File: config.mk
export PLATFORM = sky130hd
export DESIGN_NAME = ile_unit
export DESIGN_NICKNAME = d
export VERILOG_FILES = /design/src/rtl/ile_unit.v /design/src/rtl/ile_prio.v
export VERILOG_INCLUDE_DIRS = /design/src /design/src/inc
export SDC_FILE = /design/constraint.sdc
export NUM_CORES = 1
export LEC_CHECK = 0
export ABC_CLOCK_PERIOD_IN_PS = 3800
export BUFFER_PORTS_ARGS = -buffer_cell sky130_fd_sc_hd__buf_2
export CORE_MARGIN = 2
export CORE_UTILIZATION = 60
export CTS_CLUSTER_DIAMETER = 120
export CTS_CLUSTER_SIZE = 20
export DETAILED_ROUTE_END_ITERATION = 10
export PLACE_DENSITY = 0.85
export SLEW_MARGIN = 20
export SYNTH_ARGS = -nofsm -noshare
export SYNTH_HDL_FRONTEND = slang
export SYNTH_HIERARCHICAL = 1
export SYNTH_SLANG_ARGS = --single-unit
File: constraint.sdc
create_clock -name clk_sys -period 3.8 [get_ports clk_sys]
set_clock_uncertainty 0.15 [all_clocks]
set_input_delay 0.38 -clock clk_sys [delete_from_list [all_inputs] [get_ports clk_sys]]
set_output_delay 0.38 -clock clk_sys [all_outputs]
set_load 0.01 [all_outputs]
File: src/inc/ile_consts.vh
`ifndef ILE_CONSTS_VH
`define ILE_CONSTS_VH
// ---------------------------------------------------------------
// special-function addresses
// ---------------------------------------------------------------
`define ILE_ADDR_ENABLE_HIGH 8'h2C
`define ILE_ADDR_ENABLE_LOW 8'h3A
`define ILE_ADDR_ENABLE_MID 8'h3B
`define ILE_ADDR_PENDING_HIGH 8'h2E
`define ILE_ADDR_PENDING_LOW 8'h3C
`define ILE_ADDR_PENDING_MID 8'h3D
// ---------------------------------------------------------------
// fields and reset values
// ---------------------------------------------------------------
`define ILE_BIT_MASTER 0
`define ILE_BIT_TRAP 2
`define ILE_BIT_WDOG 3
`define ILE_FIRST_MASKABLE 4
`define ILE_NSRC 24
`define ILE_RST_ENABLE 24'h000000
`define ILE_RST_PENDING 24'h000000
`define ILE_NMI_MASK 24'h00000C
`define ILE_LATCH_MASK 24'hFFFFFC
`endif

File: src/rtl/ile_unit.v
`timescale 1ns/1ps
`default_nettype none
`include "ile_consts.vh"
// What this block does
// - own latch per source, three addresses
// - request sets latch, enabled one asks
// - acceptance clears that source's latch
// - reset zeroes all pending latches
// - writing zero clears one latch
// - writing one never sets latch
// - pending latches readable by software
// - non-maskable accepted ignoring enables
// - enable flags at three addresses, RW
// - master zero blocks all maskable
// - maskable needs master and own flag
// - acceptance saves then clears master
// - return reloads master from stack
// - master enable is enable_low bit 0
// - enable instr sets, disable clears
// - reset clears master enable
// - source flag one allows, zero blocks
// - reset clears all source enables
// - fixed priority, non-maskable first
module ile_unit (
   input wire clk_sys,
   input wire nrst,
   // register port from the core, same clock
   input wire sfr_wr,
   input wire sfr_rd,
   input wire [7:0] sfr_addr,
   input wire [7:0] sfr_wdata,
   output reg [7:0] sfr_rdata_q,
   output reg sfr_hit_q,
   // source requests, one-cycle pulses from on-chip logic
   input wire [23:0] src_req,
   // core instruction events
   input wire enable_interrupts_instr,
   input wire disable_interrupts_instr,
   input wire return_instr,
   input wire saved_master_enable,
   // acceptance handshake
   input wire accept,
   output reg irq_q,
   output reg [4:0] irq_index_q,
   output reg irq_nonmaskable_q,
   output reg master_enable_flag_q,
   output reg stack_master_enable_q
);
   reg [23:0] pending_latch_q;
   reg [23:0] pending_latch_d;
   reg [23:0] enable_register_q;
   reg [23:0] enable_register_d;
   reg master_enable_flag_d;
   reg stack_master_enable_d;
   reg irq_d;
   reg [4:0] irq_index_d;
   reg irq_nonmaskable_d;
   reg [7:0] sfr_rdata_d;
   reg sfr_hit_d;
   wire [23:0] cand;
   wire found;
   wire [4:0] index;
   wire [23:0] nmi_pend;
   wire [23:0] mask_pend;

   // ---------------------------------------------------------------
   // helpers
   // ---------------------------------------------------------------
   // lane map: low lane is bits 7:0, mid 15:8, high 23:16; the enable and
   // pending registers share the layout, only the addresses differ
   // bits 1:0 hold no latch and no enable; bit 0 of the low enable
   // address is the master flag instead
   // map an address to the byte lane of a 24-bit flag vector, 3 = none
   function [1:0] lane_of;
      input [7:0] addr;
      input is_pending;
      begin
         if (is_pending && addr == `ILE_ADDR_PENDING_LOW) begin
            lane_of = 2'h0;
         end else if (is_pending && addr == `ILE_ADDR_PENDING_MID) begin
            lane_of = 2'h1;
         end else if (is_pending && addr == `ILE_ADDR_PENDING_HIGH) begin
            lane_of = 2'h2;
         end else if (!is_pending && addr == `ILE_ADDR_ENABLE_LOW) begin
            lane_of = 2'h0;
         end else if (!is_pending && addr == `ILE_ADDR_ENABLE_MID) begin
            lane_of = 2'h1;
         end else if (!is_pending && addr == `ILE_ADDR_ENABLE_HIGH) begin
            lane_of = 2'h2;
         end else begin
            lane_of = 2'h3;
         end
      end
   endfunction

   // pick one byte out of a 24-bit vector
   function [7:0] byte_of;
      input [23:0] v;
      input [1:0] lane;
      begin
         if (lane == 2'h0) begin
            byte_of = v[7:0];
         end else if (lane == 2'h1) begin
            byte_of = v[15:8];
         end else if (lane == 2'h2) begin
            byte_of = v[23:16];
         end else begin
            byte_of = 8'h00;
         end
      end
   endfunction

   // spread a written byte over the lane it lands in, ones elsewhere
   function [23:0] spread;
      input [7:0] d;
      input [1:0] lane;
      begin
         if (lane == 2'h0) begin
            spread = {16'hFFFF, d};
         end else if (lane == 2'h1) begin
            spread = {8'hFF, d, 8'hFF};
         end else if (lane == 2'h2) begin
            spread = {d, 16'hFFFF};
         end else begin
            spread = 24'hFFFFFF;
         end
      end
   endfunction

   // replace one lane of a 24-bit vector by a written byte, keep the rest
   function [23:0] merge_lane;
      input [23:0] old;
      input [7:0] d;
      input [1:0] lane;
      begin
         merge_lane = (old & spread(8'h00, lane)) | (~spread(8'h00, lane) & {3{d}});
      end
   endfunction

   // ---------------------------------------------------------------
   // address decode
   // ---------------------------------------------------------------
   // decoded once and shared by the write and the read paths
   wire [1:0] pend_lane;
   wire [1:0] en_lane;
   wire taken;
   assign pend_lane = lane_of(sfr_addr, 1'b1);
   assign en_lane = lane_of(sfr_addr, 1'b0);
   // an accept only counts while an offer stands
   assign taken = accept && irq_q;

   // ---------------------------------------------------------------
   // acceptance candidates
   // ---------------------------------------------------------------
   // non-maskable ignore enables
   assign nmi_pend = pending_latch_q & `ILE_NMI_MASK;
   assign mask_pend = master_enable_flag_q ?
      (pending_latch_q & enable_register_q & ~`ILE_NMI_MASK) : 24'h000000;
   assign cand = (nmi_pend != 24'h000000) ? nmi_pend : mask_pend;

   // lowest index wins among the candidates handed over
   ile_prio u_prio (
      .cand(cand),
      .found(found),
      .index(index)
   );

   // ---------------------------------------------------------------
   // pending latches
   // ---------------------------------------------------------------
   // plain load writes only clear; a request in the same cycle wins,
   // so a read-modify-write race is software's problem, not ours
   always @* begin
      pending_latch_d = pending_latch_q;
      // order matters: clears first, the request set comes last
      // write clears only
      if (sfr_wr && pend_lane != 2'h3) begin
         pending_latch_d = pending_latch_d & spread(sfr_wdata, pend_lane);
      end
      if (accept && irq_q) begin
         pending_latch_d[irq_index_q] = 1'b0;
      end
      pending_latch_d = pending_latch_d | src_req;
      // no latch for bits 0 and 1
      pending_latch_d = pending_latch_d & `ILE_LATCH_MASK;
   end

   // ---------------------------------------------------------------
   // enable register
   // ---------------------------------------------------------------
   // flags read/write at three addresses
   // the other two lanes keep their value, so a byte write never
   // disturbs flags that software did not address
   always @* begin
      enable_register_d = enable_register_q;
      if (sfr_wr && en_lane != 2'h3) begin
         enable_register_d = merge_lane(enable_register_q, sfr_wdata, en_lane);
         enable_register_d = enable_register_d & `ILE_LATCH_MASK;
      end
   end

   // ---------------------------------------------------------------
   // master enable flag
   // ---------------------------------------------------------------
   // later ifs win: write, then instructions, then acceptance last
   always @* begin
      master_enable_flag_d = master_enable_flag_q;
      // master in low lane bit 0
      if (sfr_wr && en_lane == 2'h0) begin
         master_enable_flag_d = sfr_wdata[`ILE_BIT_MASTER];
      end
      if (enable_interrupts_instr) begin
         master_enable_flag_d = 1'b1;
      end
      if (disable_interrupts_instr) begin
         master_enable_flag_d = 1'b0;
      end
      if (return_instr) begin
         master_enable_flag_d = saved_master_enable;
      end
      if (accept && irq_q) begin
         master_enable_flag_d = 1'b0;
      end
   end

   // ---------------------------------------------------------------
   // state registers
   // ---------------------------------------------------------------
   // all pending latches zero on reset
   always @(posedge clk_sys or negedge nrst) begin
      if (!nrst) begin
         pending_latch_q <= `ILE_RST_PENDING;
      end else begin
         pending_latch_q <= pending_latch_d;
      end
   end

   // all source enables zero on reset
   always @(posedge clk_sys or negedge nrst) begin
      if (!nrst) begin
         enable_register_q <= `ILE_RST_ENABLE;
      end else begin
         enable_register_q <= enable_register_d;
      end
   end

   // master flag and its pushed copy zero on reset
   always @(posedge clk_sys or negedge nrst) begin
      if (!nrst) begin
         master_enable_flag_q <= 1'b0;
         stack_master_enable_q <= 1'b0;
      end else begin
         master_enable_flag_q <= master_enable_flag_d;
         stack_master_enable_q <= stack_master_enable_d;
      end
   end

   // save master before clearing
   // the core pushes this copy; it stands until the next acceptance
   always @* begin
      stack_master_enable_d = stack_master_enable_q;
      if (taken) begin
         stack_master_enable_d = master_enable_flag_q;
      end
   end

   // ---------------------------------------------------------------
   // request to the core
   // ---------------------------------------------------------------
   // registered so the core sees a stable index; costs one cycle
   // limitation: a latch cleared by software still shows for one
   // cycle, so the core should accept only at instruction boundaries
   always @* begin
      irq_d = found;
      irq_index_d = index;
      irq_nonmaskable_d = found && (nmi_pend != 24'h000000);
      // drop for one cycle so the cleared latch is not re-offered
      if (taken) begin
         irq_d = 1'b0;
         irq_index_d = irq_index_q;
         irq_nonmaskable_d = irq_nonmaskable_q;
      end
   end

   // offer registers; index and kind follow the scan, and hold while an accepted offer drops
   always @(posedge clk_sys or negedge nrst) begin
      if (!nrst) begin
         irq_q <= 1'b0;
         irq_index_q <= 5'h00;
         irq_nonmaskable_q <= 1'b0;
      end else begin
         irq_q <= irq_d;
         irq_index_q <= irq_index_d;
         irq_nonmaskable_q <= irq_nonmaskable_d;
      end
   end

   // ---------------------------------------------------------------
   // read port
   // ---------------------------------------------------------------
   // latches and flags readable
   // data is zero outside a read so a shared read bus can OR lanes
   always @* begin
      sfr_rdata_d = 8'h00;
      sfr_hit_d = 1'b0;
      if (sfr_rd && pend_lane != 2'h3) begin
         sfr_rdata_d = byte_of(pending_latch_q, pend_lane);
         sfr_hit_d = 1'b1;
      end else if (sfr_rd && en_lane == 2'h0) begin
         sfr_rdata_d = {enable_register_q[7:1], master_enable_flag_q};
         sfr_hit_d = 1'b1;
      end else if (sfr_rd && en_lane != 2'h3) begin
         sfr_rdata_d = byte_of(enable_register_q, en_lane);
         sfr_hit_d = 1'b1;
      end
   end

   // read data registers
   always @(posedge clk_sys or negedge nrst) begin
      if (!nrst) begin
         sfr_rdata_q <= 8'h00;
         sfr_hit_q <= 1'b0;
      end else begin
         sfr_rdata_q <= sfr_rdata_d;
         sfr_hit_q <= sfr_hit_d;
      end
   end
endmodule
`default_nettype wire

File: src/rtl/ile_prio.v
`timescale 1ns/1ps
`default_nettype none
`include "ile_consts.vh"
// lowest index wins; caller gives only acceptable candidates
module ile_prio (
   input wire [23:0] cand,
   output reg found,
   output reg [4:0] index
);
   integer i;
   // ---------------------------------------------------------------
   // fixed priority scan
   // ---------------------------------------------------------------
   // scan downward so the lowest set index is the one left standing
   always @* begin
      found = 1'b0;
      index = 5'h00;
      for (i = `ILE_NSRC - 1; i >= 0; i = i - 1) begin
         if (cand[i]) begin
            found = 1'b1;
            index = i[4:0];
         end
      end
   end
endmodule
`default_nettype wire

======== Word-level counts from Yosys, hierarchy flattened ========
Index checks and enable logic that the tools add are counted.
storage, ports and cells
  output and inout bits ................... 18
  logic and storage cells ................. 131
  flip-flop bits (word level) ............. 62
cells by class
  multiplexer cells ....................... 86
  reduce and logical (&&, ||, !) cells .... 13
  bitwise operators ....................... 9
  eq/ne operators ......................... 12
  order comparisons ....................... 2
operator list
  operator              count
  $mux W24              12
  $and A24 B24 Y24      5
  $mux W5               24
  $mux W8               9
  $eq A8 B6 Y1 const B  6
  $not A24 Y24          2
  $or A24 B24 Y24       2
  $mux W1               36
  $reduce_bool A24 Y1   1
  $logic_and A1 B1 Y1   9
  $mux W2               4
  $lt A5 B6 Y1 const B  1
  $demux W1 S5          1
  $ge A5 B1 Y1 const B  1
  $reduce_bool A5 Y1    1
  $eq A2 B1 Y1 const B  2
  $eq A2 B2 Y1 const B  2
  $logic_not A2 Y1      2
  $ne A2 B2 Y1 const B  2

======== Depth between registers and ports, before layout ========
Gate-level depths: netlist of the first run.
  depth in word-level cells ............... 28
  gate-level depth with buffers ........... 9

======== By module ========
Netlist of the first run, hierarchy kept.
modules (own cells, without submodules)
  module    cells an instance  area an instance (sq um)  instances
  ile_unit  328                3291.9                    1
  ile_prio  47                 291.5                     1

======== Least setup slack after synthesis of the first run ========
Ideal clock, no wire load.
  kind .................................... flip-flop to flip-flop
  start ................................... register master_enable_flag_q
  end ..................................... register irq_nonmaskable_q
  setup slack ............................. 1.546 ns
  cell stages (with the launch flop) ...... 9
  path buffers ............................ 1
  clock period less this slack ............ 2.254 ns
  data arrival time ....................... 1.967 ns
  required time ........................... 3.513 ns
  setup time .............................. 0.137 ns
  cells stage by stage .................... dfrtp_1 -> nor3b_1 -> clkbuf_1 -> and3_1 -> or4_4 -> nor4b_2 -> nand2_1 -> o21ai_0 -> o21ai_0
between the ends
  elaborated cells between the ends (all ways) .. 27
  classes of those cells .................. mux: 26; reduce/logical: 1
RTL lines
  item                    RTL line        text
  start, declared         ile_unit.v:46   output reg master_enable_flag_q,
  start signal, assigned  ile_unit.v:253  master_enable_flag_q <= master_enable_flag_d;
  $mux W24                ile_unit.v:157  assign mask_pend = master_enable_flag_q ?
  $mux W24                ile_unit.v:159  assign cand = (nmi_pend != 24'h000000) ? nmi_pend : mask_pend;
  named net cand[16]      ile_unit.v:60   wire [23:0] cand;
  $mux W1 (17 in series)  ile_prio.v:19   if (cand[i]) begin
  named net found         ile_unit.v:61   wire found;
  $logic_and A1 B1 Y1     ile_unit.v:276  irq_nonmaskable_d = found && (nmi_pend != 24'h000000);
  end signal, assigned    ile_unit.v:294  irq_nonmaskable_q <= irq_nonmaskable_d;
  end, declared           ile_unit.v:45   output reg irq_nonmaskable_q,
The timed path passes the listed nets, and every way through them passes these cells.
A chain may end at the register's enable or synchronous reset.

======== Final worst setup path of the first run ========
  start ................................... register pending_latch_q[2]
  end ..................................... register irq_nonmaskable_q
between the ends
  elaborated cells between the ends (all ways) .. 27
  classes of those cells .................. mux: 25; reduce/logical: 2
RTL lines
  item                    RTL line        text
  start, declared         ile_unit.v:49   reg [23:0] pending_latch_q;
  start signal, assigned  ile_unit.v:232  pending_latch_q <= `ILE_RST_PENDING;
  start signal, assigned  ile_unit.v:234  pending_latch_q <= pending_latch_d;
  $reduce_bool A24 Y1     ile_unit.v:159
  $mux W24                ile_unit.v:159
  named net cand[16]      ile_unit.v:60
  $mux W1 (17 in series)  ile_prio.v:19
  named net found         ile_unit.v:61
  $logic_and A1 B1 Y1     ile_unit.v:276
The timed path passes the listed nets, and every way through them passes these cells.

==> flow_summary.ini, run 1 <==
[timing]
slew_violations = 0
fmax_ghz = 0.387
holdWs_ns = 0.0152
fin_setup_tns_ns = 0
rsz0062_at_grt = false
fin_crit_sh = 0.681
final-setup-viol-count = 0
period_minus_slack_ns = 2.59
slew-limit-headroom = 0.388
hold_viol = 0
worst_pin_slew_ns = 0.918

[worst_setup_path]
crit_path_max_incr_delay_ns = 0.56
r2r_start = pending_latch_q[2]
cpMostUsedCell = o21ai_0
cp-endpoint = irq_nonmaskable_q
crit_path_start_kind = flop
cp-startpoint = pending_latch_q[2]
rr_worst_depth = 8
cp_slowest_cell = or4_4
arrival_ns = 2.65
cp_cell_sequence = nor3b_1 > buf_4 > and3_1 > or4_4 > nor4b_2 > nand2_1 > o21ai_0 > o21ai_0
rr_endpoint = irq_nonmaskable_q
cp.required_ns = 3.86
crit_fanout = 20
critPathCaptureType = flop
critPathKind = reg -> reg
r2r_slack_ns = 1.21

[logic_synthesis]
yosys_most_used_dff = dfrtp_1
yosys.area.top_type = dfrtp_1
synthArstFlopShare = 1.00
yosys-top-cells-area = dfrtp_1 43%, nand2_1 6.0%, and3_1 3.8%
synth_edf_count = 0
synth_top_area_share = 0.433
synth-seq-cells = 62
synth_cells = 375
yosys_warnings = 6
yosysSeqAreaShare = 0.433
avgSynthCellArea_um2 = 9.56
ys_types = 57
netlist_area_um2 = 3580

[route]
wl_met2_um = 4880
dr_wl_met3_um = 949
drc = 0
avgRoutedWirePerCell_um = 19.7
highest-signal-layer = met4
first_pass_iters = 5
vias = 3399
drt-total-wl_um = 10200
wl_met1_um = 3960
vias_per_cell = 6.57
drtAntennaViolNets = 0
drt_iter0_markers = 295

[clocking]
clockBufferDepth = 2
cts_hold_buf = 0
cts_resized = 0
cts_root_buf = clkbuf_8
clk_pin_slew_ns = 0.07
htree_levels = 3
cts_buffers = 9
postCtsSetupRepairBufs = 0
clock-sinks = 62
clk_latency_ns = 0.35
cts_tree = built

[placed_design]
portBuffers = 64
hpwl_um = 7380
dp.cells = 501
gp_congestion = 0.920

[die]
die_x_um = 81.3
ios = 67
core_um2 = 5850
die_area_um2 = 6610
start_util = 0.612
dieHeight_um = 81.3
num_rows = 28

[run]
cap_violations = 0

[global_routing]
grt_overflow = 0
grt_pass1_wl_um = 15800
track_usage = 0.322
grt_pass1_vias = 3238
grt_max_degree = 43
antenna_found_initial = 0

[power]
ir_drop_uv = 246
power-per-cell-area_nw_per_um2 = 357
p_leak_uw = 0.00184

[layout]
fillers = 463
n_antenna_cell = 0
final_cells = 517
synthToLayoutAreaGrowth_pct = 15.5
nets = 486
register_area_um2 = 1550
drive_gt1_frac = 0.274
multi_input_area_um2 = 1900

[worst_hold_path]
hp-class = in -> async

[status]
status = finished clean
-- Yosys cell counts, drive strengths merged, types with 2 or more instances --
cell / count
nor2: 10
inv: 10
nor4: 16
o21bai: 7
and2: 4
dfrtp: 62
a31o: 12
or2: 2
nand2b: 9
nor3b: 10
o211ai: 2
o21ai: 18
nand2: 57
and4b: 2
a21oi: 12
o22ai: 7
clkbuf: 12
and3: 22
nand3: 7
o221ai: 6
a32oi: 6
o21a: 7
nand4: 2
and3b: 2
mux2: 20
a32o: 2
nor2b: 10
nor3: 7
buf: 9
nand3b: 4
or3: 3
-- power breakdown --
part | internal, µW | switching (µW)
Combinational | 55.2 | 85.4
Sequential | 681 | 22.1
Clock | 372 | 261
Total | 1110 | 369
-- cell type report --
cell class                 count  share of cell area
clock buffer                  13              0.0432
clock inverter                 3             0.00967
inverter                      11             0.00998
multi-input combinational    287               0.459
sequential                    62               0.375
tap                           75              0.0227
timing repair buffer          66              0.0810
-- metrics by stage --
step	power [µW]	setup WS (ns)	area, µm²	util
floorplan	782	1.55	3610	-
global placement	847	1.32	3920	0.670
detailed placement	853	1.28	3920	0.670
CTS	1470	1.27	4140	0.707
global route	1530	1.14	4140	0.707
finish	1480	1.21	4140	0.707
-- layout by cell type, fill, tap and decap left out, drive strengths merged, types with 12 or more instances in the layout --
cell	Yosys	layout
a21oi	12	12
a31o	12	12
and3	22	22
buf	9	66
clkbuf	12	13
dfrtp	62	62
mux2	20	20
nand2	57	57
nor4	16	16
o21ai	18	18
-- metal layers --
| layer | vias up | global-route usage |
|---|---|---|
| li1 | 1499 | - |
| met1 | 1632 | 0.401 |
| met2 | 218 | 0.532 |
| met3 | 50 | 0.0811 |
| met4 | 0 | 0.136 |
| met5 | - | 0 |
-- critical path, delay by kind of cell (launching register included) --
family                 cells  cell delay, ns
AND/OR/NAND/NOR            5            1.38
flip-flops                 1            0.54
buffers and inverters      1            0.21
AO/OA/AOI/OAI              2            0.17
-- worst min-delay path by stage --
stage | from | slack (ns) | endpoint | cells past startpoint
floorplan | nrst | -0.07 | asynchronous set/reset pin | 0
global placement | stack_master_enable_q | 0.31 | stack_master_enable_q | 2
detailed placement | stack_master_enable_q | 0.32 | stack_master_enable_q | 2
CTS | nrst | 0.05 | asynchronous set/reset pin | 1
global route | src_req[13] | 0.06 | pending_latch_q[13] | 2
finish | nrst | 0.02 | sfr_rdata_q[4] | 1
-- cells by family after synthesis --
kind of cell           count (synthesis)  synth area share
AND/OR/NAND/NOR                      172             0.277
multiplexers                          21            0.0740
buffers and inverters                 32            0.0436
AO/OA/AOI/OAI                         87             0.171
other                                  1           0.00105
flip-flops                            62             0.433
No activity file was read; power rests on OpenSTA's default activity.
==> run 2, diff against run 1 <==
- ABC_CLOCK_PERIOD_IN_PS: 3800 -> 2600
- CORE_UTILIZATION: 60 -> 56
- PLACE_DENSITY: 0.85 -> 0.8
- clock period: 3.8 -> 2.6 ns (I/O delays scaled with it)
==> run 2 against run 1 <==
Routed wire length increased by 3.3%. Sequential share of layout area is 2.2 points lower. Combinational power is 74% higher. Global-route usage decreased by 1.2 points. Core utilization is 0.74 points lower. Largest cell class unchanged. Cell area grew 6.2%. Sequential power rose by 45%. Maximum frequency rose by 6.8%.
==> flow_summary.ini, run 2 (synthesized netlist as in run 1, its figures left out) <==
[clocking]
cts_resized = 0
clock-sinks = 62
clk_pin_slew_ns = 0.07
cts_root_buf = clkbuf_8
cts_buffers = 9
cts_tree = built
clk_latency_ns = 0.34
htree_levels = 3
clockBufferDepth = 2
postCtsSetupRepairBufs = 0

[route]
first_pass_iters = 5
drt_iter0_markers = 262
vias_per_cell = 6.28
drt-total-wl_um = 10500
drc = 0
drtAntennaViolNets = 0
avgRoutedWirePerCell_um = 19.2
vias = 3443

[global_routing]
antenna_found_initial = 0
use_met1 = 0.395
track_usage = 0.310
grt_max_degree = 36
grt_overflow = 0
grt_pass1_vias = 3408
use_met2 = 0.503
grt_use_met3 = 0.0663
top_usage_layer = met2
grt_pass1_wl_um = 17000

[timing]
rsz0062_at_grt = false
slew_violations = 0
hold_viol = 0
worst_pin_slew_ns = 0.712
final-setup-viol-count = 0
fmax_ghz = 0.413
period_minus_slack_ns = 2.42
fin_setup_tns_ns = 0
fin_crit_sh = 0.931
slew-limit-headroom = 0.522

[layout]
layout_common_cells = 64 x buf_2, 62 x dfrtp_1, 57 x nand2_1
n_antenna_cell = 0
final_util = 0.700
fillers = 486
drive_gt1_frac = 0.270
nets = 518
layout_commonest_cell = buf_2
synthToLayoutAreaGrowth_pct = 22.6

[die]
core_um2 = 6280
num_rows = 29
start_util = 0.571
die_x_um = 84.0
ios = 67
die_area_um2 = 7060
dieHeight_um = 84.0

[worst_setup_path]
cp_slowest_cell = or4_4
cp_cell_sequence = nor3b_1 > buf_4 > and3_1 > or4_4 > nor4b_2 > nand2_1 > o21ai_0 > o21ai_0
critPathCaptureType = flop
cp.required_ns = 2.67
critPathKind = reg -> reg
crit_path_start_kind = flop
arrival_ns = 2.49
crit_path_max_incr_delay_ns = 0.55
crit_fanout = 20
cpMostUsedCell = o21ai_0

[placed_design]
hpwl_um = 7550
portBuffers = 64
gp_congestion = 0.924

[worst_hold_path]
hp-class = in -> reg

[power]
p_leak_uw = 0.00195
power-per-cell-area_nw_per_um2 = 457
ir_drop_uv = 352

[run]
cap_violations = 0

[status]
status = finished clean
[run 2: report_power, final]
| part | internal [µW] | switching [µW] |
|---|---|---|
| combinational | 111 | 136 |
| sequential | 996 | 27.6 |
| clock | 378 | 360 |
[run 2: final cells by class]
type	instances	area, µm²	share of cell area
clock buffer	11	151	0.0345
clock inverter	2	10.0	0.00228
inverter	11	41.3	0.00940
multi-input combinational	287	1900	0.432
sequential	62	1550	0.353
tap	77	96.3	0.0219
timing repair buffer	98	646	0.147
[run 2: per-stage QoR]
step	hold WS [ns]	instance area, µm²	setup slack [ns]	total power (µW)	instances
after detailed placement	0.190	4000	0.220	1260	512
final	0.0122	4390	0.178	2010	548
after global placement	0.179	4000	0.264	1250	512
after CTS	0.0102	4390	0.195	2010	548
after floorplan	-0.186	3610	0.346	1140	381
after global routing	0.0382	4390	0.0473	2080	548
[run 2: worst max-delay path: cells and delay by family (launching register included)]
| family | cells | cell delay [ns] |
|---|---|---|
| DFF | 1 | 0.38 |
| buffers and inverters | 1 | 0.19 |
| and+or+nand+nor | 5 | 1.40 |
| AOI/OAI and AO/OA | 2 | 0.16 |
[run 2: per-layer routing]
metal | share of wire | wire length (µm)
met1 | 0.41 | 4300
met2 | 0.47 | 4920
met3 | 0.086 | 902
met4 | 0.037 | 390
met5 | 0 | 0
[run 2: worst paths after layout]
check,from,to,cells after the start,slack [ns]
worst max-delay path,master_enable_flag_q,irq_nonmaskable_q,8,0.18
worst min-delay path,sfr_rd,sfr_hit_q,3,0.01
worst max register to register,master_enable_flag_q,irq_nonmaskable_q,8,0.18
worst min register to register,irq_nonmaskable_q,irq_nonmaskable_q,2,0.33
max in group asynchronous,nrst,asynchronous set/reset pin,3,1.34
min in group asynchronous,nrst,sfr_rdata_q[0],2,0.34
[run 2: repair_timing]
| action | 4_1_cts | 5_1_grt |
|---|---|---|
| endpoints found under the hold margin | 49 | 0 |
| setup endpoints to repair | 0 | 0 |
| hold buffers | 23 | 0 |
